<file path="config.mk">
export PLATFORM = sky130hd
export DESIGN_NAME = mmd_top
export DESIGN_NICKNAME = d
export VERILOG_FILES = /design/src/common/mmd_pkg.sv /design/src/common/mmd_flash_if.sv /design/src/hw/mmd_flash_map.sv /design/src/hw/mmd_top.sv
export SDC_FILE = /design/constraint.sdc
export NUM_CORES = 1
export LEC_CHECK = 0
export CORE_MARGIN = 3
export CORE_UTILIZATION = 37
export DETAILED_ROUTE_END_ITERATION = 16
export DONT_BUFFER_PORTS = 1
export GPL_TIMING_DRIVEN = 0
export MAX_ROUTING_LAYER = met4
export PLACE_DENSITY = 0.61
export SLEW_MARGIN = 10
export SYNTH_ARGS = -nofsm -noshare
export SYNTH_HDL_FRONTEND = slang
export SYNTH_SLANG_ARGS = --single-unit
</file>
<file path="constraint.sdc">
create_clock -name clk_sys -period 3.6 [get_ports clk_sys]
set_input_delay 0.36 -clock clk_sys [delete_from_list [all_inputs] [get_ports clk_sys]]
set_output_delay 0.36 -clock clk_sys [all_outputs]
set_load 0.05 [all_outputs]
</file>
<file path="src/common/mmd_pkg.sv">
// Package with address windows, select bit positions and target codes of the map decoder.
package mmd_pkg;
	// Route targets of one CPU access.
	typedef enum logic [3:0] {
		MMD_TGT_EXT = 4'h0,
		MMD_TGT_FLASH = 4'h1,
		MMD_TGT_SRAM = 4'h2,
		MMD_TGT_LRAM = 4'h3,
		MMD_TGT_CAN1 = 4'h4,
		MMD_TGT_CAN2 = 4'h5,
		MMD_TGT_RTC = 4'h6,
		MMD_TGT_PWM = 4'h7,
		MMD_TGT_ASC = 4'h8,
		MMD_TGT_SSC = 4'h9,
		MMD_TGT_I2C = 4'hA,
		MMD_TGT_MISC = 4'hB
	} mmd_tgt_type;
	// Access sequencer states, Gray coded along idle, wait, done.
	typedef enum logic [1:0] {
		MMD_ST_IDLE = 2'h0,
		MMD_ST_WAIT = 2'h1,
		MMD_ST_DONE = 2'h3
	} mmd_state_type;
	// Bit positions in the system and peripheral select registers.
	localparam int MMD_GLOBAL_EN_BIT = 2;
	localparam int MMD_SEL_CAN1 = 0;
	localparam int MMD_SEL_CAN2 = 1;
	localparam int MMD_SEL_SRAM = 2;
	localparam int MMD_SEL_LRAM = 3;
	// Window bounds.
	localparam logic [23:0] MMD_SRAM_FIRST = 24'h00E000;
	localparam logic [23:0] MMD_SRAM_LAST = 24'h00E7FF;
	localparam logic [23:0] MMD_LRAM_FIRST = 24'h0F0000;
	localparam logic [23:0] MMD_LRAM_LAST = 24'h0F7FFF;
	localparam logic [23:0] MMD_PERI_FIRST = 24'h00E800;
	localparam logic [23:0] MMD_PERI_LAST = 24'h00EFFF;
	localparam logic [23:0] MMD_FL_LOW_LAST = 24'h007FFF;
	localparam logic [23:0] MMD_FL_TEST_LAST = 24'h001FFF;
	localparam logic [23:0] MMD_FL_S4_FIRST = 24'h018000;
	localparam logic [23:0] MMD_FL_LAST = 24'h08FFFF;
	// Sector codes; bank one holds the last two sectors.
	localparam logic [3:0] MMD_SECT_FOUR = 4'h4;
	localparam logic [3:0] MMD_SECT_BANK1 = 4'hA;
	localparam logic [3:0] MMD_SECT_TEST = 4'hD;
	// Peripheral pages E8..EF: select bit and target of each page.
	localparam logic [3:0] MMD_PAGE_SEL [8] = '{4'h8, 4'h7, 4'h9, 4'hA, 4'h6, 4'h4, 4'h1, 4'h0};
	localparam mmd_tgt_type MMD_PAGE_TGT [8] = '{MMD_TGT_SSC, MMD_TGT_ASC, MMD_TGT_I2C,
		MMD_TGT_MISC, MMD_TGT_PWM, MMD_TGT_RTC, MMD_TGT_CAN2, MMD_TGT_CAN1};
	// Wait states and segment address line counts.
	localparam logic [1:0] MMD_WAIT_PERI = 2'h2;
	localparam logic [1:0] MMD_WAIT_RAM = 2'h0;
	localparam logic [3:0] MMD_SEG_LINES_FULL = 4'h8;
	localparam logic [3:0] MMD_SEG_LINES_CAN = 4'h4;
endpackage

</file>
<file path="src/common/mmd_flash_if.sv">
// Interface carrying an address to the flash sector map and its answer back.
`timescale 1ns/1ps
interface mmd_flash_if;
	logic [23:0] addr;
	logic boot;
	logic hit;
	logic [3:0] sector;
	logic bank;
	modport map (input addr, input boot, output hit, output sector, output bank);
	modport user (output addr, output boot, input hit, input sector, input bank);
endinterface

</file>
<file path="src/hw/mmd_flash_map.sv">
// Combinational flash sector map for user and bootstrap modes.
`timescale 1ns/1ps
module mmd_flash_map
	import mmd_pkg::*;
(
	mmd_flash_if.map fl
);
	// Low sectors are 8K each, sector four is 32K, the rest are 64K per segment.
	always_comb begin
		fl.hit = 1'b0;
		fl.sector = 4'h0;
		if (fl.boot && fl.addr <= MMD_FL_TEST_LAST) begin
			fl.hit = 1'b1;
			fl.sector = MMD_SECT_TEST;
		end else if (fl.addr <= MMD_FL_LOW_LAST) begin
			fl.hit = 1'b1;
			fl.sector = {2'h0, fl.addr[14:13]};
		end else if (fl.addr >= MMD_FL_S4_FIRST && fl.addr <= MMD_FL_LAST) begin
			fl.hit = 1'b1;
			fl.sector = (fl.addr[19:16] == 4'h1) ? MMD_SECT_FOUR : 4'(fl.addr[19:16] + 4'h3);
		end
		fl.bank = (fl.sector >= MMD_SECT_BANK1) && (fl.sector != MMD_SECT_TEST);
	end
endmodule // mmd_flash_map

</file>
<file path="src/hw/mmd_top.sv">
// Address decoder routing CPU accesses to flash, extension RAM, bus peripherals or external bus.
`timescale 1ns/1ps
module mmd_top
	import mmd_pkg::*;
(
	input wire logic clk_sys,
	input wire logic rst_n,
	input wire logic [15:0] system_config_reg,
	input wire logic [15:0] periph_select_reg,
	input wire logic boot_pin,
	input wire logic [1:0] bank_modify,
	input wire logic req_valid,
	input wire logic [23:0] req_addr,
	input wire logic req_write,
	input wire logic req_byte,
	input wire logic req_stack,
	input wire logic req_bitop,
	output logic busy_ff,
	output logic ack_ff,
	output logic fault_ff,
	output mmd_tgt_type target_ff,
	output logic [1:0] wait_states_ff,
	output logic [3:0] sector_ff,
	output logic ext_req_ff,
	output logic [23:0] ext_addr_ff,
	output logic ext_write_ff,
	output logic ext_byte_ff,
	output logic [3:0] seg_lines_ff,
	output logic [10:0] periph_claim_ff,
	output logic boot_mode_ff
);
	mmd_flash_if fl ();
	mmd_state_type state_ff;
	mmd_state_type nxt_state;
	logic [1:0] wait_cnt_ff;
	logic boot_s1_ff;
	logic boot_s2_ff;
	logic boot_s3_ff;
	logic global_en;
	logic [7:0] page_hit;
	mmd_tgt_type nxt_target;
	logic [1:0] nxt_waits;
	logic nxt_word_only;
	logic nxt_is_ram;
	logic nxt_fault;
	logic take;

	// True when the address falls inside the closed window first..last.
	function automatic logic in_win(input logic [23:0] a, input logic [23:0] first,
		input logic [23:0] last);
		in_win = (a >= first) && (a <= last);
	endfunction

	assign global_en = system_config_reg[MMD_GLOBAL_EN_BIT];
	assign take = req_valid && (state_ff == MMD_ST_IDLE);
	assign fl.addr = req_addr;
	assign fl.boot = boot_mode_ff;

	mmd_flash_map u_flash_map (
		.fl(fl)
	);

	// The boot strap is a pin; the first stage feeds only the second stage.
	always_ff @(posedge clk_sys or negedge rst_n) begin
		if (!rst_n) begin
			boot_s1_ff <= 1'b0;
			boot_s2_ff <= 1'b0;
			boot_s3_ff <= 1'b0;
		end else begin
			boot_s1_ff <= boot_pin;
			boot_s2_ff <= boot_s1_ff;
			boot_s3_ff <= boot_s2_ff;
		end
	end

	// The mode changes only once two stages agree, filtering a single-cycle glitch.
	always_ff @(posedge clk_sys or negedge rst_n) begin
		if (!rst_n) begin
			boot_mode_ff <= 1'b0;
		end else if (boot_s2_ff == boot_s3_ff) begin
			boot_mode_ff <= boot_s3_ff;
		end
	end

	// One hit per 256-byte peripheral page, each gated by its own select bit.
	genvar gi;
	generate
		for (gi = 0; gi < 8; gi++) begin : g_page
			assign page_hit[gi] = global_en && periph_select_reg[MMD_PAGE_SEL[gi]] &&
				in_win(req_addr, MMD_PERI_FIRST, MMD_PERI_LAST) &&
				(req_addr[10:8] == 3'(gi));
		end
	endgenerate

	// Decode priority: on-chip RAM, peripherals, flash; everything else goes out.
	always_comb begin
		nxt_target = MMD_TGT_EXT;
		nxt_waits = MMD_WAIT_RAM;
		nxt_word_only = 1'b0;
		nxt_is_ram = 1'b0;
		if (global_en && periph_select_reg[MMD_SEL_SRAM] &&
			in_win(req_addr, MMD_SRAM_FIRST, MMD_SRAM_LAST)) begin
			nxt_target = MMD_TGT_SRAM;
			nxt_is_ram = 1'b1;
		end else if (global_en && periph_select_reg[MMD_SEL_LRAM] &&
			in_win(req_addr, MMD_LRAM_FIRST, MMD_LRAM_LAST)) begin
			nxt_target = MMD_TGT_LRAM;
			nxt_is_ram = 1'b1;
		end else if (|page_hit) begin
			for (int i = 0; i < 8; i++) begin
				if (page_hit[i]) begin
					nxt_target = MMD_PAGE_TGT[i];
				end
			end
			nxt_waits = MMD_WAIT_PERI;
			nxt_word_only = 1'b1;
		end else if (fl.hit) begin
			nxt_target = MMD_TGT_FLASH;
		end
	end

	// Faults: byte to a word-only window, stack or bit use of extension RAM, busy bank read.
	always_comb begin
		nxt_fault = 1'b0;
		if (nxt_word_only && req_byte) begin
			nxt_fault = 1'b1;
		end else if (nxt_is_ram && (req_stack || req_bitop)) begin
			nxt_fault = 1'b1;
		end else if (nxt_target == MMD_TGT_FLASH && !req_write && bank_modify[fl.bank]) begin
			nxt_fault = 1'b1;
		end
	end

	// Sequencer: zero-wait and faulted accesses answer after one cycle, other peripheral accesses after the wait states.
	always_comb begin
		nxt_state = state_ff;
		case (state_ff)
			MMD_ST_IDLE: begin
				if (take) begin
					nxt_state = (nxt_waits != 2'h0 && !nxt_fault) ? MMD_ST_WAIT : MMD_ST_DONE;
				end
			end
			MMD_ST_WAIT: begin
				if (wait_cnt_ff == 2'h1) begin
					nxt_state = MMD_ST_DONE;
				end
			end
			MMD_ST_DONE: begin
				nxt_state = MMD_ST_IDLE;
			end
			default: begin
				nxt_state = MMD_ST_IDLE;
			end
		endcase
	end

	// State register and the answer strobe, which marks the done cycle.
	always_ff @(posedge clk_sys or negedge rst_n) begin
		if (!rst_n) begin
			state_ff <= MMD_ST_IDLE;
			ack_ff <= 1'b0;
			busy_ff <= 1'b0;
		end else begin
			state_ff <= nxt_state;
			ack_ff <= (nxt_state == MMD_ST_DONE);
			busy_ff <= (nxt_state != MMD_ST_IDLE);
		end
	end

	// Wait-state counter; a faulted access skips its waits.
	always_ff @(posedge clk_sys or negedge rst_n) begin
		if (!rst_n) begin
			wait_cnt_ff <= 2'h0;
		end else if (take) begin
			wait_cnt_ff <= nxt_waits;
		end else if (state_ff == MMD_ST_WAIT) begin
			wait_cnt_ff <= wait_cnt_ff - 2'h1;
		end
	end

	// Route result, held until the next accepted request.
	always_ff @(posedge clk_sys or negedge rst_n) begin
		if (!rst_n) begin
			target_ff <= MMD_TGT_EXT;
			wait_states_ff <= 2'h0;
			sector_ff <= 4'h0;
			fault_ff <= 1'b0;
		end else if (take) begin
			target_ff <= nxt_target;
			wait_states_ff <= nxt_waits;
			sector_ff <= fl.hit ? fl.sector : 4'h0;
			fault_ff <= nxt_fault;
		end
	end

	// External forward: one-cycle strobe, address passed through unchanged.
	always_ff @(posedge clk_sys or negedge rst_n) begin
		if (!rst_n) begin
			ext_req_ff <= 1'b0;
			ext_addr_ff <= 24'h000000;
			ext_write_ff <= 1'b0;
			ext_byte_ff <= 1'b0;
		end else begin
			ext_req_ff <= take && (nxt_target == MMD_TGT_EXT);
			if (take && nxt_target == MMD_TGT_EXT) begin
				ext_addr_ff <= req_addr;
				ext_write_ff <= req_write;
				ext_byte_ff <= req_byte;
			end
		end
	end

	// Ownership of peripheral pins and interrupts, and the segment line count.
	always_ff @(posedge clk_sys or negedge rst_n) begin
		if (!rst_n) begin
			periph_claim_ff <= 11'h000;
			seg_lines_ff <= MMD_SEG_LINES_FULL;
		end else begin
			periph_claim_ff <= global_en ? periph_select_reg[10:0] : 11'h000;
			if (global_en && (periph_select_reg[MMD_SEL_CAN1] ||
				periph_select_reg[MMD_SEL_CAN2])) begin
				seg_lines_ff <= MMD_SEG_LINES_CAN;
			end else begin
				seg_lines_ff <= MMD_SEG_LINES_FULL;
			end
		end
	end

	// Checks on the design's own outputs.
	zero_wait_ack_a: assert property (@(posedge clk_sys) disable iff (!rst_n)
		take && nxt_waits == 2'h0 |=> ack_ff)
		else $error("Zero-wait access not answered next cycle.");
	peri_wait_ack_a: assert property (@(posedge clk_sys) disable iff (!rst_n)
		take && nxt_waits == MMD_WAIT_PERI && !nxt_fault |=> !ack_ff [*2] ##1 ack_ff)
		else $error("Peripheral access not answered after two wait states.");
	sram_gate_a: assert property (@(posedge clk_sys) disable iff (!rst_n)
		take ##1 target_ff == MMD_TGT_SRAM |-> $past(global_en) &&
		$past(periph_select_reg[MMD_SEL_SRAM]))
		else $error("Small RAM decoded without both enables.");
	sram_fallback_a: assert property (@(posedge clk_sys) disable iff (!rst_n)
		take && in_win(req_addr, MMD_SRAM_FIRST, MMD_SRAM_LAST) &&
		!(global_en && periph_select_reg[MMD_SEL_SRAM]) |=> ext_req_ff && ack_ff)
		else $error("Disabled small RAM range not forwarded.");
	lram_fallback_a: assert property (@(posedge clk_sys) disable iff (!rst_n)
		take && in_win(req_addr, MMD_LRAM_FIRST, MMD_LRAM_LAST) && !global_en
		|=> ext_req_ff && ext_addr_ff == $past(req_addr))
		else $error("Large RAM range not forwarded with global enable clear.");
	can1_route_a: assert property (@(posedge clk_sys) disable iff (!rst_n)
		take && req_addr[23:8] == 16'h00EF && global_en && periph_select_reg[MMD_SEL_CAN1]
		|=> target_ff == MMD_TGT_CAN1)
		else $error("First CAN window not routed.");
	byte_fault_a: assert property (@(posedge clk_sys) disable iff (!rst_n)
		take && nxt_word_only && req_byte |=> fault_ff && ack_ff)
		else $error("Byte access to word-only window not faulted.");
	ram_stack_a: assert property (@(posedge clk_sys) disable iff (!rst_n)
		take && nxt_is_ram && req_stack |=> fault_ff)
		else $error("Stack use of extension RAM not faulted.");
	seg_lines_a: assert property (@(posedge clk_sys) disable iff (!rst_n)
		global_en && periph_select_reg[MMD_SEL_CAN2] |=> seg_lines_ff == MMD_SEG_LINES_CAN)
		else $error("Segment lines not limited with CAN in use.");
	claim_off_a: assert property (@(posedge clk_sys) disable iff (!rst_n)
		!global_en |=> periph_claim_ff == 11'h000)
		else $error("Peripheral claims resources while bus disabled.");
	test_sector_a: assert property (@(posedge clk_sys) disable iff (!rst_n)
		take && req_addr == 24'h000000 |=> sector_ff == ($past(boot_mode_ff) ?
		MMD_SECT_TEST : 4'h0))
		else $error("Address zero maps the wrong sector for the mode.");
	sector_gap_a: assert property (@(posedge clk_sys) disable iff (!rst_n)
		take && in_win(req_addr, 24'h008000, 24'h017FFF) |=> target_ff != MMD_TGT_FLASH)
		else $error("Gap below sector four decoded as flash.");
	busy_bank_a: assert property (@(posedge clk_sys) disable iff (!rst_n)
		take && fl.hit && !req_write && bank_modify[fl.bank] |=> fault_ff)
		else $error("Read of a bank under modification not faulted.");
	lram_route_a: assert property (@(posedge clk_sys) disable iff (!rst_n)
		take && global_en && periph_select_reg[MMD_SEL_LRAM] &&
		in_win(req_addr, MMD_LRAM_FIRST, MMD_LRAM_LAST) |=> target_ff == MMD_TGT_LRAM)
		else $error("Large RAM window not routed with both enables set.");
	can2_route_a: assert property (@(posedge clk_sys) disable iff (!rst_n)
		take && req_addr[23:8] == 16'h00EE && global_en && periph_select_reg[MMD_SEL_CAN2]
		|=> target_ff == MMD_TGT_CAN2)
		else $error("Second CAN window not routed.");
	ext_pass_a: assert property (@(posedge clk_sys) disable iff (!rst_n)
		take && !fl.hit && !in_win(req_addr, MMD_SRAM_FIRST, MMD_PERI_LAST) &&
		!in_win(req_addr, MMD_LRAM_FIRST, MMD_LRAM_LAST)
		|=> ext_req_ff && ext_addr_ff == $past(req_addr) && !fault_ff)
		else $error("Unmatched address not forwarded unchanged.");
	ram_byte_ok_a: assert property (@(posedge clk_sys) disable iff (!rst_n)
		take && nxt_is_ram && !req_stack && !req_bitop |=> !fault_ff && ack_ff)
		else $error("Plain extension RAM access faulted or delayed.");
	sector_four_a: assert property (@(posedge clk_sys) disable iff (!rst_n)
		take && in_win(req_addr, MMD_FL_S4_FIRST, 24'h01FFFF)
		|=> target_ff == MMD_TGT_FLASH && sector_ff == MMD_SECT_FOUR)
		else $error("Sector four window not mapped.");
	ext_pulse_a: assert property (@(posedge clk_sys) disable iff (!rst_n)
		ext_req_ff |=> !ext_req_ff)
		else $error("External forward strobe held longer than one cycle.");
	claim_on_a: assert property (@(posedge clk_sys) disable iff (!rst_n)
		global_en |=> periph_claim_ff == $past(periph_select_reg[10:0]))
		else $error("Peripheral claims do not follow the select bits.");
	lram_off_a: assert property (@(posedge clk_sys) disable iff (!rst_n)
		take && global_en && !periph_select_reg[MMD_SEL_LRAM] &&
		in_win(req_addr, MMD_LRAM_FIRST, MMD_LRAM_LAST) |=> ext_req_ff)
		else $error("Deselected large RAM range not forwarded.");

	// Page routing stated from the same MMD_PAGE_SEL and MMD_PAGE_TGT tables as the decoder, so a swapped table does not show.
	property page_route_p(int pg);
		@(posedge clk_sys) disable iff (!rst_n)
		take && global_en && periph_select_reg[MMD_PAGE_SEL[pg]] &&
		req_addr[23:8] == 16'(16'h00E8 + pg) |=> target_ff == MMD_PAGE_TGT[pg];
	endproperty
	generate
		for (gi = 0; gi < 8; gi++) begin : g_page_chk
			page_route_a: assert property (page_route_p(gi))
				else $error("Enabled peripheral page routed to the wrong target.");
		end
	endgenerate

	// Main scenarios.
	cov_ext_c: cover property (@(posedge clk_sys) disable iff (!rst_n) ext_req_ff);
	cov_fault_c: cover property (@(posedge clk_sys) disable iff (!rst_n) ack_ff && fault_ff);
	cov_peri_c: cover property (@(posedge clk_sys) disable iff (!rst_n)
		state_ff == MMD_ST_WAIT ##2 ack_ff);
	cov_lram_c: cover property (@(posedge clk_sys) disable iff (!rst_n)
		ack_ff && target_ff == MMD_TGT_LRAM);
	cov_boot_c: cover property (@(posedge clk_sys) disable iff (!rst_n)
		ack_ff && sector_ff == MMD_SECT_TEST);
endmodule // mmd_top

</file>
======== Word-level counts from Yosys, hierarchy flattened ========
Cells that the tools add are included.
Widths: inputs -> output; s select.
operators by class
  add/subtract/negate cells ............... 2
  $lt $le $gt $ge ......................... 12
  eq/ne operators ......................... 14
  multiplexer cells ....................... 41
  reduce and logical (&&, ||, !) cells .... 53
operators with widths
  operator              number
  $mux 4                17
  $ge 24x16->1 const B  2
  $le 24x16->1 const B  2
  $le 24x20->1 const B  2
  $logic_and 1x1->1     42
  $ge 24x17->1 const B  1
  $ge 24x20->1 const B  1
  $le 24x13->1 const B  1
  $le 24x15->1 const B  1
  $mux 2                8
  $mux 1                14
  $eq 3x3->1 const B    4
  $mux 11               1
  $eq 4x1->1 const B    2
  $reduce_or 8->1       1
  $eq 3x2->1 const B    2
  $reduce_bool 2->1     3
  $add 4x2->4 const B   1
  $eq 2x1->1 const B    2
  $ge 4x4->1 const B    1
  $logic_not 4->1       1
  $ne 4x4->1 const B    1
  $pmux 2 s2            1
  $eq 3x1->1 const B    1
  other kinds (8)       10
storage, ports and cells
  register bits ........................... 63
  input bits .............................. 66
  output and inout port bits .............. 56
  word-level logic and storage cells ...... 140

======== Longest topological paths before layout ========
  depth after elaboration ................. 27
  depth in mapped cells ................... 10
  depth with buffers taken out ............ 9

======== Modules after synthesis ========
Synthesis repeated with hierarchy kept, for this count alone.
second synthesis, totals
  cells, all modules ...................... 249
  area, all modules ....................... 2914.0 µm²
by module, submodules not included
  module         instances  cells an instance  area an instance (µm²)
  mmd_top        1          199                2576.2
  mmd_flash_map  1          50                 337.8

======== Worst setup path after synthesis ========
Ideal clock, no wire load.
  path kind ............................... input to register
  start ................................... input req_addr[17]
  end ..................................... register ext_addr_ff[10]
  library setup time ...................... 125 ps
  arrival ................................. 2804 ps
  setup slack ............................. 671 ps
  cell stages on the path ................. 8
  buffers on the path ..................... 1
  path through ............................ inv_1 > ha_1 > a2111oi_1 > a21oi_1 > or4_4 > nor4_4 > buf_8 > mux2_4
on the way
  word-level cells in the longest chain between the ends .. 17
  elaborated cells between the ends (all ways) .. 51
  classes of those cells .................. order compare: 10; mux: 15; reduce/logical: 26
ends and longest elaborated chain
  item                                          RTL line        RTL
  start: declaration                            mmd_top.sv:13   input wire logic [23:0] req_addr,
  $ge 24x16->1 or $le 24x16->1 (tied branches)  mmd_top.sv:51   in_win = (a >= first) && (a <= last);
  $logic_and 1x1->1                             mmd_top.sv:51
  $logic_and 1x1->1                             mmd_top.sv:89   assign page_hit[gi] = global_en && periph_select_reg[MMD_PAGE_SEL[gi]] &&
  $logic_and 1x1->1                             mmd_top.sv:90   in_win(req_addr, MMD_PERI_FIRST, MMD_PERI_LAST) &&
  $mux 4 (8 in series)                          mmd_top.sv:111  if (page_hit[i]) begin
  $mux 4                                        mmd_top.sv:109  end else if (|page_hit) begin
  $mux 4                                        mmd_top.sv:105  end else if (global_en && periph_select_reg[MMD_SEL_LRAM] &&
  $mux 4 *                                      mmd_top.sv:101  if (global_en && periph_select_reg[MMD_SEL_SRAM] &&
  $logic_not 4->1 *                             mmd_top.sv:205  if (take && nxt_target == MMD_TGT_EXT) begin
  $logic_and 1x1->1 *                           mmd_top.sv:205
  end signal: assignment                        mmd_top.sv:206  ext_addr_ff <= req_addr;
  end: declaration                              mmd_top.sv:25   output logic [23:0] ext_addr_ff,
Every way passes the cells marked *; elsewhere a longest branch is shown, timed or not.
A chain may end at the register's enable or synchronous reset.

======== Worst setup path after layout ========
  start ................................... input req_addr[17]
  end ..................................... register ext_addr_ff[22]
Same word-level chain as after synthesis.

==> metrics.cfg <==
[synthesis]
muxShareOfSynthArea_pct = 14.5
ys_seq_area_share_pct = 50.1
synth-simple-area-share_pct = 18.3
synth_fa_ha_area_share_pct = 2.42
async_reset_ff_share_pct = 100
synth_compound_area_share_pct = 9.76
synth-xor-area-share_pct = 0.292
yosys-top-cells-area = dfrtp_1 (49%), mux2_4 (9.5%), mux2_2 (3.0%)
synth_top_area_share_pct = 49.2
synth_cells = 262
mappedNetlistArea_mm2 = 0.00300
yosysTopAreaCell = dfrtp_1
yosysWarnings = 0
ys_types = 56
syn_area_per_cell_um2 = 11.5
synthFlopType = dfrtp_1
synth_edf_count = 0
ys_ff_latch = 60
synth_top_family_by_area = simple AND/OR/NAND/NOR gates

[placement]
port_buffers = 0
place_hpwl_um = 5300
gp_congestion = 0.883
placed_area_mm2 = 0.00314

[setup_path]
worst_ep_arrival_time_ns = 3.21
regToRegSetupSlack_ns = 0.73
max_stage_delay_ns = 0.73
cp_max_fo = 10
rr_worst_depth = 5
critPathCaptureType = register
critPathLaunchType = input port
r2r_start = boot_mode_ff
worstSetupPathType = in -> reg
crit_chain = inv_1 > ha_1 > a2111oi_1 > a21oi_1 > or4_4 > nor4_4 > buf_8 > mux2_4
slowest_stage = nor4_4
r2r-end = ext_addr_ff[22]
crit_required_ns = 3.82

[final_layout]
final_area_mm2 = 0.00340
syn_to_final_growth_pct = 13.2
nets = 348
n_fill_cell = 738
diodes = 0
final_layout_size_suffix_gt1_share_pct = 24.8

[die]
initial_utilization_pct = 38.4
ios = 122
die_area_mm2 = 0.00923
core_area_mm2 = 0.00781
row_count = 32
die-width_um = 96.1
fp.dieH_um = 96.1

[grt]
grt_first_pass_wirelength_um = 11000
antenna_found_initial = 0
grt.overflow.total = 0
grt_max_degree = 61
track_usage_pct = 16.5
grt_pass1_vias = 2136

[routing]
first_iter_violations = 87
drc = 0
routedWlPerCell_um = 18.6
firstDrtPassIters = 4
via_count = 2137
vias_per_cell = 5.57
drt-total-wl_um = 7140
ant_nets = 0

[sta]
hold_viol_final = 0
fmax_mhz = 335
setup_viol = 0
tightest_slew_ns = 0.854
fin_tns_setup_ns = 0
finalCritPeriodShare_pct = 82.9
clock_skew_ns = 0.00916
slew_viol_final = 0
rsz0062_at_grt = no
worst_slew_margin_rel_pct = 42.6
final.min_clock_period_ns = 2.98

[run]
drv_cap = 0

[clock_tree]
insertion_delay_ns = 0.34
cts_made_buffers = 9
cts-root-buf = clkbuf_8
cts_resized = 0
clkSlewWorstSetupHoldPaths_ns = 0.07
cts.sinks = 60
htreeDepth = 3
cts_tree = built
cts.path.max_buffers = 2

[power]
ir_drop_mv = 0.457
p_leak_nw = 1.45
powerDensity_mw_per_mm2 = 860

[hold_path]
hold_depth = 0
holdPathEnd = boot_s1_ff
min_from = boot_pin
hp-class = in -> reg

[outcome]
status = completed

-- registers in the layout, indices dropped and copies added (netlist names), 2 cells and up --
| name | cells |
|---|---|
| ext_addr_ff | 24 |
| state_ff | 2 |
| target_ff | 4 |
| wait_cnt_ff | 2 |
| sector_ff | 4 |
| periph_claim_ff | 11 |
| seg_lines_ff | 2 |
-- worst max-delay path, delay by kind of cell --
| kind | cells | cell delay [ns] |
|---|---|---|
| buffers and inverters | 2 | 0.32 |
| muxes | 1 | 0.31 |
| AOI/OAI and AO/OA | 2 | 0.68 |
| and+or+nand+nor | 2 | 1.31 |
| adders and majority gates | 1 | 0.22 |
-- kinds of logic (layout without fill, tap and decap cells) --
group,count (synthesis),after routing
XOR/XNOR,1,1
adder cells (fa/ha/maj),6,6
other,1,3
flip-flops,60,60
multiplexers,33,33
AO/OA/AOI/OAI,46,46
buffers and inverters,23,41
AND/OR/NAND/NOR,92,92
-- how the worst max path moves through the flow --
| stage | endpoint | depth (start not counted) | start | slack, ns |
|---|---|---|---|---|
| 6_report | ext_addr_ff[22] | 8 | req_addr[17] | 0.62 |
| 5_1_grt | ext_addr_ff[20] | 8 | req_addr[17] | 0.47 |
| 4_1_cts | ext_addr_ff[22] | 8 | req_addr[17] | 0.63 |
| 3_5_place_dp | ext_addr_ff[9] | 8 | req_addr[17] | 0.27 |
| 3_3_place_gp | ext_addr_ff[20] | 8 | req_addr[17] | 0.25 |
| 2_1_floorplan | ext_addr_ff[10] | 8 | req_addr[17] | 0.67 |
-- area by class of cell --
type                            instances  area [um2]  share of cell area, %
Inverter                                9        33.8                  0.995
Buffer                                 14         101                   2.98
Clock buffer                            9         124                   3.65
Tap cell                              102         128                   3.76
Clock inverter                          7        98.8                   2.91
Multi-Input combinational cell        181        1370                   40.3
Timing Repair Buffer                    2        37.5                   1.11
Sequential cell                        60        1500                   44.3
-- cells in the mapped netlist (4+ instances only) --
master / count
ha_1: 5
mux2i_1: 6
a21oi_1: 14
nor4_1: 4
mux2_4: 19
dfrtp_1: 59
nand4_1: 6
nand3_1: 7
or4_1: 5
nor2_1: 12
buf_2: 6
and2_1: 10
inv_1: 9
o21ai_0: 11
nand2b_1: 5
mux2_2: 8
nand2_1: 17
-- metal layers --
metal | track usage, % | vias up | routed length [um]
li1 | - | 977 | -
met1 | 19.0 | 1050 | 2790
met2 | 26.7 | 99 | 3500
met3 | 6.65 | 11 | 770
met4 | 4.74 | 0 | 79
met5 | - | - | 0
-- report_power, final --
| part | internal [mW] | switching, mW |
|---|---|---|
| Combinational | 0.320 | 0.209 |
| Clock | 0.393 | 0.283 |
| Sequential | 0.876 | 0.839 |
-- placed cells by master (no fill, tap or decap), types with 4 or more instances in the layout --
| cell | n |
|---|---|
| nand3_1 | 7 |
| a21oi_1 | 14 |
| clkbuf_8 | 9 |
| and2_1 | 10 |
| nor2_1 | 12 |
| nand2_1 | 17 |
| mux2_2 | 8 |
| nor4_1 | 4 |
| or4_1 | 5 |
| mux2_4 | 19 |
| nand2b_1 | 5 |
| o21ai_0 | 11 |
| dfrtp_1 | 59 |
| buf_2 | 6 |
| mux2i_1 | 6 |
| inv_1 | 9 |
| nand4_1 | 6 |
| ha_1 | 5 |
-- what timing repair did --
| item | in CTS | in global routing |
|---|---|---|
| endpoints found under the hold margin | 60 | 0 |
| buffers inserted | 0 | 0 |
| hold buffers | 2 | 0 |
-- through the flow --
step / setup WS, ns / power, mW / util [%] / hold WS (ns) / instances
3_5_place_dp: 0.271 / 2.25 / 40.2 / 0.0657 / 366
2_1_floorplan: 0.671 / 2.13 / - / 0.0644 / 264
5_1_grt: 0.468 / 3.06 / 43.5 / 0.0237 / 384
6_report: 0.616 / 2.92 / 43.5 / 0.0459 / 384
4_1_cts: 0.625 / 2.95 / 43.5 / 0.0289 / 384
3_3_place_gp: 0.254 / 2.23 / 40.2 / 0.0657 / 366
Power figures use the tool's default switching activity.
